[config.mk]
export PLATFORM = sky130hd
export DESIGN_NAME = ebct_timer
export DESIGN_NICKNAME = d
export VERILOG_FILES = /design/src/common/ebct_pkg.sv /design/src/verilog/ebct_timer.sv
export SDC_FILE = /design/constraint.sdc
export NUM_CORES = 1
export LEC_CHECK = 0
export BUFFER_PORTS_ARGS = -buffer_cell sky130_fd_sc_hd__buf_2
export CAP_MARGIN = 0
export CORE_MARGIN = 5
export CORE_UTILIZATION = 57
export CTS_BUF_LIST = sky130_fd_sc_hd__clkbuf_4 sky130_fd_sc_hd__clkbuf_8
export DETAILED_ROUTE_END_ITERATION = 8
export GPL_ROUTABILITY_DRIVEN = 0
export PLACE_DENSITY = 0.86
export RECOVER_POWER = 50
export SLEW_MARGIN = 0
export SYNTH_ARGS = -nofsm -noshare
export SYNTH_HDL_FRONTEND = slang
export SYNTH_SLANG_ARGS = --single-unit
[constraint.sdc]
create_clock -name pclk -period 4.25 [get_ports pclk]
set_clock_uncertainty 0.1 [all_clocks]
set_input_delay 1.275 -clock pclk [delete_from_list [all_inputs] [get_ports pclk]]
set_output_delay 1.275 -clock pclk [all_outputs]
set_load 0.005 [all_outputs]
[src/common/ebct_pkg.sv]
// Purpose: Shared constants and types of the eight-bit compare timer
// Assumes: 32-bit APB data, one aligned word per register
// Notes: Offsets are byte addresses on the APB side

package ebct_pkg;

  localparam int ADDR_W = 8;
  localparam int CNT_W = 8;
  localparam int PRESC_W = 6;

  typedef logic [ADDR_W-1:0] ebct_addr_t;
  typedef logic [31:0] ebct_word_t;
  typedef logic [CNT_W-1:0] ebct_cnt_t;

  // Register byte offsets
  localparam ebct_addr_t OFS_COUNT = 8'h00;
  localparam ebct_addr_t OFS_MATCH_A = 8'h04;
  localparam ebct_addr_t OFS_MATCH_B = 8'h08;
  localparam ebct_addr_t OFS_CTRL_ZERO = 8'h0c;
  localparam ebct_addr_t OFS_OUT_CTRL = 8'h10;
  localparam ebct_addr_t OFS_CTRL_ONE = 8'h14;
  localparam ebct_addr_t OFS_IRQ_STATUS = 8'h18;
  localparam ebct_addr_t OFS_IRQ_MASK = 8'h1c;

  // Reset values and count limit
  localparam ebct_cnt_t COUNT_RST = 8'h00;
  localparam ebct_cnt_t MATCH_RST = 8'hff;
  localparam ebct_cnt_t COUNT_MAX = 8'hff;

  // Field positions within the write word
  localparam int CTRL0_CKS_LSB = 0;
  localparam int CTRL0_CLR_LSB = 3;
  localparam int CTRL1_EXT_BIT = 0;
  localparam int CTRL1_TRIGGER_START_ENABLE_BIT = 2;
  localparam int CTRL1_EDGE_LSB = 3;
  localparam int OSEL_A_LSB = 0;
  localparam int OSEL_B_LSB = 2;

  // Reserved bits of timer_ctrl_one
  localparam logic [2:0] CTRL1_RSVD_HI = 3'h7;
  localparam logic CTRL1_RSVD_LO = 1'b1;

  // Trigger edge codes
  localparam logic [1:0] EDGE_NONE = 2'h0;
  localparam logic [1:0] EDGE_RISE = 2'h1;
  localparam logic [1:0] EDGE_FALL = 2'h2;
  localparam logic [1:0] EDGE_BOTH = 2'h3;

  // Output action codes, ordered by priority
  localparam logic [1:0] OUT_KEEP = 2'h0;
  localparam logic [1:0] OUT_LOW = 2'h1;
  localparam logic [1:0] OUT_HIGH = 2'h2;
  localparam logic [1:0] OUT_TOGGLE = 2'h3;

  // Counter clear sources
  localparam logic [1:0] CLR_NONE = 2'h0;
  localparam logic [1:0] CLR_MATCH_A = 2'h1;
  localparam logic [1:0] CLR_MATCH_B = 2'h2;
  localparam logic [1:0] CLR_PIN = 2'h3;

  // Clock select: 0 stops, 1..3 with the ext bit give six dividers
  localparam logic [2:0] CKS_STOP = 3'h0;
  localparam logic [2:0] CKS_LAST = 3'h3;

  typedef struct packed {
    logic [1:0] clear_sel;
    logic [2:0] clock_select;
  } ebct_ctrl0_t;

  typedef struct packed {
    logic [1:0] trig_edge;
    logic trigger_start_enable;
    logic clock_select_ext_bit;
  } ebct_ctrl1_t;

  typedef struct packed {
    logic [1:0] out_sel_b;
    logic [1:0] out_sel_a;
  } ebct_osel_t;

  typedef struct packed {
    logic match_b_flag;
    logic match_a_flag;
    logic rollover_flag;
  } ebct_evt_t;

  typedef enum logic {cnt_run, cnt_halt} ebct_run_t;

endpackage

[src/verilog/ebct_timer.sv]
// Purpose: Eight-bit up-counter with two compare matches and APB registers
// Assumes: Single pclk domain, pins synchronised inside
// Notes: No wait state on any APB access; pready is high in the first access cycle
//
// The address map and the APB register port were left to the implementer.

`timescale 1ns/100ps

// Behaviour
// - Each match drives output: low, high, toggle
// - Code zero leaves output unchanged on match
// - Output low after reset until first match
// - Control one reserved bits read as ones
// - Edge field selects none, rise, fall, both
// - Trigger enable starts on edge, halts on clear
// - Ext bit plus clock select choose clock
// - Six divider sources; counts once source chosen
// - Rollover sets flag, interrupt when enabled
// - Counter compared at each count tick, sets match flags
// - Match signalled in last equal state
// - Match interrupt when its enable is set
// - Clear select one or two clears on match
// - Code three clears on clear pin rise
// - Trigger mode halts after clear until edge
// - Clear beats counter write; write beats increment
// - Toggle beats high, high beats low
module ebct_timer (
  // Clock and reset
  input wire logic pclk,
  input wire logic presetn,
  // APB slave
  input wire logic psel,
  input wire logic penable,
  input wire logic pwrite,
  input wire ebct_pkg::ebct_addr_t paddr,
  input wire ebct_pkg::ebct_word_t pwdata,
  output ebct_pkg::ebct_word_t prdata,
  output logic pready,
  output logic pslverr,
  // Pins
  input wire logic trigger_pin,
  input wire logic clear_pin,
  output logic wave_out_pin,
  // Interrupt
  output logic irq
);
  import ebct_pkg::*;

  function automatic logic [1:0] act_max(input logic [1:0] a,
                                         input logic [1:0] b);
    act_max = (a > b) ? a : b;
  endfunction

  function automatic logic edge_hit(input logic [1:0] sel,
                                    input logic now, input logic prev);
    logic rise;
    logic fall;
    rise = now & ~prev;
    fall = ~now & prev;
    case (sel)
      EDGE_RISE: edge_hit = rise;
      EDGE_FALL: edge_hit = fall;
      EDGE_BOTH: edge_hit = rise | fall;
      default: edge_hit = 1'b0;
    endcase
  endfunction

  function automatic logic mapped(input ebct_addr_t a);
    case (a)
      OFS_COUNT, OFS_MATCH_A, OFS_MATCH_B, OFS_CTRL_ZERO,
      OFS_OUT_CTRL, OFS_CTRL_ONE, OFS_IRQ_STATUS, OFS_IRQ_MASK:
        mapped = 1'b1;
      default: mapped = 1'b0;
    endcase
  endfunction

  // State
  ebct_cnt_t count_r, count_nxt;
  ebct_cnt_t match_a_r, match_a_nxt;
  ebct_cnt_t match_b_r, match_b_nxt;
  ebct_ctrl0_t ctrl0_r, ctrl0_nxt;
  ebct_ctrl1_t ctrl1_r, ctrl1_nxt;
  ebct_osel_t osel_r, osel_nxt;
  ebct_evt_t status_r, status_nxt;
  ebct_evt_t mask_r, mask_nxt;
  ebct_run_t run_r, run_nxt;
  logic [PRESC_W-1:0] presc_r, presc_nxt;
  logic tap_prev_r, tap_prev_nxt;
  logic [2:0] trig_sync_r, trig_sync_nxt;
  logic [2:0] clr_sync_r, clr_sync_nxt;
  logic wave_r, wave_nxt;
  logic irq_r, irq_nxt;
  ebct_word_t prdata_r, prdata_nxt;
  logic pready_r, pready_nxt;
  logic pslverr_r, pslverr_nxt;

  // Decoded strobes
  logic setup, wr_acc, rd_acc;
  logic wr_count, wr_match_a, wr_match_b;
  logic [2:0] tap_idx;
  logic src_on, tap_now, tick, count_tick;
  logic hit_a, hit_b, clr_rise, trig_edge_seen, clr_evt, roll;
  logic [1:0] act;
  ebct_evt_t ev_set, ev_clr;

  always_comb begin
    setup = psel & ~penable;
    wr_acc = psel & penable & pready_r & pwrite;
    rd_acc = psel & penable & pready_r & ~pwrite;
    wr_count = wr_acc && (paddr == OFS_COUNT);
    wr_match_a = wr_acc && (paddr == OFS_MATCH_A);
    wr_match_b = wr_acc && (paddr == OFS_MATCH_B);
  end

  // Pin synchronisers; third stage only for edge detection
  always_comb begin
    trig_sync_nxt = {trig_sync_r[1:0], trigger_pin};
    clr_sync_nxt = {clr_sync_r[1:0], clear_pin};
    clr_rise = clr_sync_r[1] & ~clr_sync_r[2];
    trig_edge_seen = edge_hit(ctrl1_r.trig_edge, trig_sync_r[1],
                              trig_sync_r[2]);
  end

  always_ff @(posedge pclk or negedge presetn) begin
    if (!presetn) begin
      trig_sync_r <= 3'h0;
      clr_sync_r <= 3'h0;
    end else begin
      trig_sync_r <= trig_sync_nxt;
      clr_sync_r <= clr_sync_nxt;
    end
  end

  // Prescaler and counter clock selection
  always_comb begin
    presc_nxt = presc_r + {{(PRESC_W-1){1'b0}}, 1'b1};
    src_on = (ctrl0_r.clock_select != CKS_STOP) &&
             (ctrl0_r.clock_select <= CKS_LAST);
    tap_idx = 3'(((ctrl0_r.clock_select - 3'h1) << 1) |
                 {2'h0, ctrl1_r.clock_select_ext_bit});
    tap_now = src_on ? presc_r[tap_idx] : 1'b0;
    tap_prev_nxt = tap_now;
    // Increment on falling edge of the selected divider
    tick = src_on & tap_prev_r & ~tap_now;
    count_tick = tick && (run_r == cnt_run);
  end

  always_ff @(posedge pclk or negedge presetn) begin
    if (!presetn) begin
      presc_r <= '0;
      tap_prev_r <= 1'b0;
    end else begin
      presc_r <= presc_nxt;
      tap_prev_r <= tap_prev_nxt;
    end
  end

  // Compare, clear and rollover
  always_comb begin
    // Match seen in the last equal state, just before the count moves
    hit_a = count_tick && (count_r == match_a_r) && !wr_match_a;
    hit_b = count_tick && (count_r == match_b_r) && !wr_match_b;
    case (ctrl0_r.clear_sel)
      CLR_MATCH_A: clr_evt = hit_a;
      CLR_MATCH_B: clr_evt = hit_b;
      CLR_PIN: clr_evt = clr_rise;
      default: clr_evt = 1'b0;
    endcase
    roll = count_tick && (count_r == COUNT_MAX) && !clr_evt && !wr_count;
    if (clr_evt) begin
      count_nxt = COUNT_RST;
    end else if (wr_count) begin
      count_nxt = pwdata[CNT_W-1:0];
    end else if (count_tick) begin
      count_nxt = count_r + 8'h01;
    end else begin
      count_nxt = count_r;
    end
  end

  // Trigger start and halt
  always_comb begin
    run_nxt = run_r;
    if (!ctrl1_r.trigger_start_enable) begin
      run_nxt = cnt_run;
    end else if (trig_edge_seen) begin
      run_nxt = cnt_run;
    end else if (clr_evt) begin
      run_nxt = cnt_halt;
    end
  end

  // Waveform output
  always_comb begin
    act = act_max(hit_a ? osel_r.out_sel_a : OUT_KEEP,
                  hit_b ? osel_r.out_sel_b : OUT_KEEP);
    case (act)
      OUT_LOW: wave_nxt = 1'b0;
      OUT_HIGH: wave_nxt = 1'b1;
      OUT_TOGGLE: wave_nxt = ~wave_r;
      default: wave_nxt = wave_r;
    endcase
  end

  // Register writes
  always_comb begin
    match_a_nxt = wr_match_a ? pwdata[CNT_W-1:0] : match_a_r;
    match_b_nxt = wr_match_b ? pwdata[CNT_W-1:0] : match_b_r;
    ctrl0_nxt = ctrl0_r;
    ctrl1_nxt = ctrl1_r;
    osel_nxt = osel_r;
    mask_nxt = mask_r;
    if (wr_acc && (paddr == OFS_CTRL_ZERO)) begin
      ctrl0_nxt.clock_select = pwdata[CTRL0_CKS_LSB +: 3];
      ctrl0_nxt.clear_sel = pwdata[CTRL0_CLR_LSB +: 2];
    end
    if (wr_acc && (paddr == OFS_CTRL_ONE)) begin
      ctrl1_nxt.clock_select_ext_bit = pwdata[CTRL1_EXT_BIT];
      ctrl1_nxt.trigger_start_enable = pwdata[CTRL1_TRIGGER_START_ENABLE_BIT];
      ctrl1_nxt.trig_edge = pwdata[CTRL1_EDGE_LSB +: 2];
    end
    if (wr_acc && (paddr == OFS_OUT_CTRL)) begin
      osel_nxt.out_sel_a = pwdata[OSEL_A_LSB +: 2];
      osel_nxt.out_sel_b = pwdata[OSEL_B_LSB +: 2];
    end
    if (wr_acc && (paddr == OFS_IRQ_MASK)) begin
      mask_nxt = pwdata[2:0];
    end
  end

  // Sticky flags; read clears only bits reported, set wins
  always_comb begin
    ev_set.rollover_flag = roll;
    ev_set.match_a_flag = hit_a;
    ev_set.match_b_flag = hit_b;
    ev_clr = (rd_acc && (paddr == OFS_IRQ_STATUS)) ? prdata_r[2:0] : '0;
    status_nxt = (status_r & ~ev_clr) | ev_set;
    irq_nxt = |(status_nxt & mask_nxt);
  end

  // APB read data, captured in setup, answered one cycle later
  always_comb begin
    prdata_nxt = prdata_r;
    pready_nxt = setup;
    pslverr_nxt = setup & ~mapped(paddr);
    if (setup && !pwrite) begin
      case (paddr)
        OFS_COUNT: prdata_nxt = {24'h000000, count_r};
        OFS_MATCH_A: prdata_nxt = {24'h000000, match_a_r};
        OFS_MATCH_B: prdata_nxt = {24'h000000, match_b_r};
        OFS_CTRL_ZERO: prdata_nxt = {27'h0000000, ctrl0_r};
        OFS_OUT_CTRL: prdata_nxt = {28'h0000000, osel_r};
        OFS_CTRL_ONE: prdata_nxt = {24'h000000, CTRL1_RSVD_HI,
                                    ctrl1_r.trig_edge,
                                    ctrl1_r.trigger_start_enable,
                                    CTRL1_RSVD_LO,
                                    ctrl1_r.clock_select_ext_bit};
        OFS_IRQ_STATUS: prdata_nxt = {29'h00000000, status_r};
        OFS_IRQ_MASK: prdata_nxt = {29'h00000000, mask_r};
        default: prdata_nxt = 32'h00000000;
      endcase
    end
  end

  always_ff @(posedge pclk or negedge presetn) begin
    if (!presetn) begin
      prdata_r <= 32'h00000000;
      pready_r <= 1'b0;
      pslverr_r <= 1'b0;
    end else begin
      prdata_r <= prdata_nxt;
      pready_r <= pready_nxt;
      pslverr_r <= pslverr_nxt;
    end
  end

  always_ff @(posedge pclk or negedge presetn) begin
    if (!presetn) begin
      count_r <= COUNT_RST;
      match_a_r <= MATCH_RST;
      match_b_r <= MATCH_RST;
      ctrl0_r <= '0;
      ctrl1_r <= '0;
      osel_r <= '0;
      status_r <= '0;
      mask_r <= '0;
      run_r <= cnt_run;
      wave_r <= 1'b0;
      irq_r <= 1'b0;
    end else begin
      count_r <= count_nxt;
      match_a_r <= match_a_nxt;
      match_b_r <= match_b_nxt;
      ctrl0_r <= ctrl0_nxt;
      ctrl1_r <= ctrl1_nxt;
      osel_r <= osel_nxt;
      status_r <= status_nxt;
      mask_r <= mask_nxt;
      run_r <= run_nxt;
      wave_r <= wave_nxt;
      irq_r <= irq_nxt;
    end
  end

  assign prdata = prdata_r;
  assign pready = pready_r;
  assign pslverr = pslverr_r;
  assign wave_out_pin = wave_r;
  assign irq = irq_r;

endmodule

==> key figures, run 1 <==
Status
  – Status: finished clean

Clock tree
  – Post-CTS setup buffers: 0
  – # resized after CTS: 0
  – Worst skew pair latency: 0.34 ns
  – Sink Count: 69
  – TritonCTS clock tree: built
  – Htree depth: 3
  – Root Buffer: clkbuf_8
  – Clk slew on worst S/H paths: 0.07 ns
  – Max Root-Sink Buffers: 2
  – CTS buffer count: 9
  – Post-CTS Hold Buffers: 0

Floorplan
  – Die height: 93.0 µm
  – Die W: 93.0 µm
  – FP Rows: 30
  – Initial core utilization: 0.581
  – Die area: 0.00864 mm²
  – # IOs: 83
  – Core box area: 0.00676 mm²

Synthesis
  – Post-synthesis cell count: 347
  – Mapped Area: 0.00392 mm²
  – Seq/Total Area, Yosys: 0.445
  – Synth Register Bits: 69
  – Number of flops mapped to enable cells by yosys: 0
  – YS warnings: 0
  – Post-synth top flop: dfrtp_1
  – Async SR Flop Fraction: 1.00
  – Synth unique cells: 55
  – Post-Syn Area per Cell: 11.3 µm²

Drt
  – Avg WL per Cell: 17.8 µm
  – DR vias/cell: 5.80
  – Via count: 2722
  – Routed WL: 8360 µm
  – Final ANT Viol Nets: 0
  – DR pass1 iterations: 5
  – DR iter-0 viols: 226
  – Post-route DRC violation count: 0

Layout
  – Share of cells above drive strength 1: 0.334
  – Final Util: 0.643
  – Layout area overhead: 10.7%
  – Post-route cell area: 0.00434 mm²
  – Nets@finish: 440
  – ANT cells: 0
  – Post-route insts no fill: 469

Global routing
  – Total gr overflow: 0
  – Initial antenna violation count: 0
  – First-pass GRT wire length: 13700 µm
  – Tot GR Track Use: 0.206
  – Largest net degree at the start of global routing: 47
  – Vias in the first global route: 2668

Critical path
  – Arrival @ worst endpoint: 3.60 ns
  – Worst setup SP type: input pin
  – Crit end category: flip-flop
  – Crit-path max FO: 6
  – Setup CP Type: in2reg
  – Setup crit start: paddr[5]
  – Worst Path Required: 4.37 ns
  – Worst r2r src: ctrl0_r[0]

STA
  – Final slew viol count: 0
  – Fmax: 287 MHz
  – RSZ-0062 raised after global routing: no
  – Worst hold slack: 0.255 ns
  – TNS Setup: 0 ns
  – Setup violators final: 0
  – Max-slew headroom: 0.104
  – Final WS setup: 0.771 ns
  – Worst-Margin Slew: 1.34 ns
  – Post-route clock period utilization: 0.819
  – Final Hold Fails: 0
  – Tmin final: 3.48 ns

Hold path
  – Min-delay src: clr_sync_r[0]
  – HP Class: reg2reg

Power and ir drop
  – Largest vdd supply drop: 0.000201 V
  – Power Density: 327 mW/mm²
  – Tot Pwr: 1.42 mW
  – Pleak: 1.98 nW

Place
  – Placed inst area: 0.00410 mm²
  – HPWL Detailed: 6040 µm
  – Dpl cells: 453
  – # port buffers: 34
  – Pre-CTS setup slack: 0.412 ns

Flow run
  – Max Cap Viol: 0
## registers in the layout (all words and copies together) (netlist names)
register / flops
ctrl1_r: 4
prdata: 8
pready: 1
pslverr: 1
count_r: 8
match_b_r: 8
tap_prev_r: 1
trig_sync_r: 3
run_r: 1
wave_out_pin: 1
presc_r: 6
clr_sync_r: 3
ctrl0_r: 5
status_r: 3
irq: 1
mask_r: 3
match_a_r: 8
osel_r: 4
## worst max-delay path: stages
cell and delay [ns]:
buf_2 0.13, or4b_4 0.58, nor4_4 0.34, nor3_4 0.09, and3_2 0.24, ha_1 0.30, nor2b_1 0.13, o21ai_0 0.18
nand4_1 0.11, o21ai_0 0.12, mux2i_1 0.10
## layout make-up
type | count | area, µm²
Sequential cell | 69 | 1750
Multi-Input combinational cell | 255 | 1990
Clock buffer | 12 | 159
Tap cell | 80 | 100
Timing Repair Buffer | 42 | 225
Inverter | 7 | 26.3
Fill cell | 535 | 2410
Clock inverter | 4 | 95.1
## cells in the mapped netlist (8+ instances only)
cell type  number  area [µm²]
dfrtp_1        53        1330
mux2_2         33         372
buf_4          24         180
nand2_1        23        86.3
xnor2_1        19         166
dfstp_2        16         420
nor2_1         14        52.6
o21ai_0        14        70.1
clkbuf_1       11        41.3
mux2i_1        11         110
nand4_1        11        68.8
nor2b_1        10        62.6
ha_1            9         113
nand3_1         8        40.0
## logic make-up (layout without fill, tap and decap cells)
group | Yosys count | in the layout | synth area share
compound gates | 44 | 44 | 0.0864
xor+xnor | 26 | 26 | 0.0581
fa+ha+maj | 9 | 9 | 0.0287
buf+inv | 46 | 65 | 0.0689
flops | 69 | 69 | 0.445
mux | 50 | 50 | 0.157
other cells | 1 | 24 | 0.000956
simple gates | 102 | 102 | 0.154
## path summary, 6_finish.rpt
| path | end | slack [ns] | depth (start not counted) |
|---|---|---|---|
| setup reg to reg | wave_out_pin | 1.10 | 13 |
| min in group asynchronous | wave_out_pin | 1.13 | 1 |
| setup / recovery | wave_out_pin | 0.77 | 11 |
| max in group asynchronous | osel_r[1] | 1.18 | 2 |
| hold / removal | clr_sync_r[1] | 0.25 | 0 |
| hold reg to reg | clr_sync_r[1] | 0.25 | 0 |
## layer usage
metal	share of wire	track usage	vias up
met4	0.017	0.0672	0
met3	0.067	0.0455	13
met2	0.49	0.333	91
met1	0.42	0.275	1352
li1	-	-	1266
met5	0	0	-
## cells in the final DEF (no fill, tap or decap), types with 14 or more instances in the layout
cell and instances:
dfrtp_1 53, xnor2_1 19, o21ai_0 14, buf_2 32
nor2_1 14, conb_1 24, nand2_1 23, dfstp_2 16
mux2_2 33
## power by group
group | total [mW] | internal (mW) | switching, mW
clock network | 0.672 | 0.428 | 0.244
registers | 0.668 | 0.664 | 0.00467
logic | 0.0790 | 0.0263 | 0.0527
No activity file was read; power rests on OpenSTA's default activity.
==> inputs of run 2 (changes only) <==
==> constraint.sdc (replaced) <==
create_clock -name pclk -period 3.25 [get_ports pclk]
set_clock_uncertainty 0.1 [all_clocks]
set_input_delay 0.975 -clock pclk [delete_from_list [all_inputs] [get_ports pclk]]
set_output_delay 0.975 -clock pclk [all_outputs]
set_load 0.005 [all_outputs]
==> run 2 against run 1 <==
  * The flow now finishes with violations (capacitance limit, slew limit)
  * Die area unchanged
  * Global-route usage increased by 0.28 points
  * Combinational power increased by 43%
  * Critical path type is now reg2reg
  * Critical endpoint unchanged
  * Largest cell class unchanged
  * Highest routed layer unchanged
==> key figures, run 2 (synthesis gave the netlist of run 1 again) <==
STA
  – Setup violators final: 0 (unchanged)
  – Fmax: 338 MHz
  – Final slew viol count: 41 (was 0)
  – Tmin final: 2.96 ns
  – Post-route clock period utilization: 0.909
  – Worst-Margin Slew: 2.09 ns (was 1.34 ns)
  – RSZ-0062 raised after global routing: no (unchanged)
  – TNS Setup: 0 ns (unchanged)
  – Final Hold Fails: 0 (unchanged)
  – Max-slew headroom: -0.395 (was 0.104)

Clock tree
  – CTS buffer count: 9 (unchanged)
  – Sink Count: 69 (unchanged)
  – Root Buffer: clkbuf_8 (unchanged)
  – Htree depth: 3 (unchanged)
  – # resized after CTS: 0 (unchanged)
  – Worst skew pair latency: 0.35 ns (was 0.34 ns)
  – TritonCTS clock tree: built (unchanged)
  – Post-CTS setup buffers: 0 (unchanged)
  – Post-CTS Hold Buffers: 0 (unchanged)
  – Max Root-Sink Buffers: 2 (unchanged)
  – Clk slew on worst S/H paths: 0.08 ns (was 0.07 ns)

Global routing
  – Vias in the first global route: 2794 (was 2668)
  – First-pass GRT wire length: 13900 µm (was 13700 µm)
  – Tot GR Track Use: 0.209 (was 0.206)
  – Largest net degree at the start of global routing: 41 (was 47)
  – Total gr overflow: 0 (unchanged)
  – Initial antenna violation count: 0 (unchanged)

Layout
  – Multi-input logic area: 0.00201 mm² (was 0.00199 mm²)
  – Post-route insts no fill: 480 (was 469)
  – Commonest non-fill, non-tap cells in the layout: dfrtp_1 (53), mux2_2 (33), buf_2 (32) (unchanged)
  – Layout area overhead: 12.4% (was 10.7%)
  – Fillers: 516 (was 535)
  – Share of cells above drive strength 1: 0.353 (was 0.334)
  – Commonest non-fill, non-tap cell in the layout: dfrtp_1 (unchanged)
  – ANT cells: 0 (unchanged)
  – Register area: 0.00175 mm² (unchanged)
  – Nets@finish: 451 (was 440)

Power and ir drop
  – Internal power: 1.29 mW (was 1.12 mW)
  – Comb power frac: 0.066 (was 0.056)
  – Largest vdd supply drop: 0.000288 V (was 0.000201 V)
  – Power Density: 390 mW/mm² (was 327 mW/mm²)
  – Pleak: 2.02 nW (was 1.98 nW)
  – Clk pwr share: 0.425 (was 0.474)
  – Net Switching: 0.427 mW (was 0.302 mW)
  – Sequential share of power: 0.509 (was 0.471)
  – Net Sw Frac: 0.248 (was 0.212)

Critical path
  – Crit-path max FO: 17 (was 6)
  – Worst Path Required: 3.38 ns (was 4.37 ns)
  – Crit end category: flip-flop (unchanged)
  – Worst setup SP type: flip-flop (was input pin)
  – Arrival @ worst endpoint: 3.09 ns (was 3.60 ns)
  – Setup CP Type: reg2reg (was in2reg)

Drt
  – Routed WL: 8490 µm (was 8360 µm)
  – Post-route DRC violation count: 0 (unchanged)
  – DR pass1 iterations: 4 (was 5)
  – Final ANT Viol Nets: 0 (unchanged)
  – DR vias/cell: 5.73 (was 5.80)
  – Via count: 2752 (was 2722)
  – DR iter-0 viols: 177 (was 226)
  – Avg WL per Cell: 17.7 µm (was 17.8 µm)

Hold path
  – HP Class: reg2reg (unchanged)

Status
  – Status: finished with violations (was finished clean)
  – Failing checks: capacitance limit, slew limit

Floorplan
  – Die height: 93.0 µm (unchanged)
  – Die area: 0.00864 mm² (unchanged)
  – FP Rows: 30 (unchanged)
  – Initial core utilization: 0.581 (unchanged)
  – Core box area: 0.00676 mm² (unchanged)
  – # IOs: 83 (unchanged)
  – Die W: 93.0 µm (unchanged)

Place
  – # port buffers: 34 (unchanged)
  – Dpl cells: 464 (was 453)
  – HPWL Detailed: 6390 µm (was 6040 µm)

Flow run
  – Max Cap Viol: 1 (was 0)
## run 2: cell types whose count changed in the layout (fill, tap and decap cells not counted), moves of 2 or more
cell / delta
o21ai_1: +2
inv_6: +2
buf_4: +8
o21ai_0: -2
bufinv_16: -2
clkinv_4: +2
## run 2: path summary, 6_finish.rpt
path	from	cells past startpoint	end	slack, ns
min in group asynchronous	presetn	1	ctrl1_r[1]	1.13
worst min-delay path	clr_sync_r[0]	0	clr_sync_r[1]	0.25
max in group asynchronous	presetn	2	prdata[1]	0.65
worst max register to register	ctrl0_r[0]	14	wave_out_pin	0.29
worst min register to register	clr_sync_r[0]	0	clr_sync_r[1]	0.25
worst max-delay path	ctrl0_r[0]	14	wave_out_pin	0.29
## run 2: power by group through the flow
| stage | registers, mW | logic, mW | clock network [mW] |
|---|---|---|---|
| floorplan | 0.888 | 0.0738 | 0 |
| global placement | 0.889 | 0.112 | 0 |
| detailed placement | 0.890 | 0.114 | 0 |
| CTS | 0.874 | 0.115 | 0.742 |
| global route | 0.875 | 0.126 | 0.785 |
| finish | 0.874 | 0.113 | 0.730 |
## run 2: layer usage
metal / global-route usage / part of all wire
met5: 0 / 0
met4: 0.0708 / 0.020
met3: 0.0479 / 0.067
met2: 0.346 / 0.49
met1: 0.269 / 0.42
## run 2: metrics by stage
| stage | hold slack, ns | area [µm²] | power [mW] | setup WS [ns] | utilization |
|---|---|---|---|---|---|
| finish | 0.251 | 4410 | 1.72 | 0.295 | 0.653 |
| global route | 0.257 | 4410 | 1.79 | 0.00619 | 0.653 |
| CTS | 0.252 | 4420 | 1.73 | 0.263 | 0.654 |
| detailed placement | 0.235 | 4210 | 1.00 | -0.0523 | 0.624 |
| global placement | 0.236 | 4210 | 1.00 | 0.0323 | 0.624 |
| floorplan | 0.231 | 4030 | 0.961 | -0.00585 | - |
## run 2: cell type report
cell class              instances  share of cell area
clock buffers                  10              0.0312
clock inverters                 6              0.0159
inverters                       7             0.00596
multi-input cells             255               0.457
flip-flops and latches         69               0.396
well taps                      80              0.0227
repair buffers                 53              0.0712
## run 2: critical path: stages, from the launching register on
cell and delay [ns]:
dfrtp_1 0.49, inv_1 0.08, ha_1 0.22, nor4b_1 0.34
nand2_1 0.10, nor3_1 0.14, buf_4 0.25, and2_1 0.17
nand2_1 0.12, ha_4 0.26, nor2b_1 0.12, o21ai_1 0.17
nand4_1 0.09, o21ai_1 0.10, mux2i_1 0.09
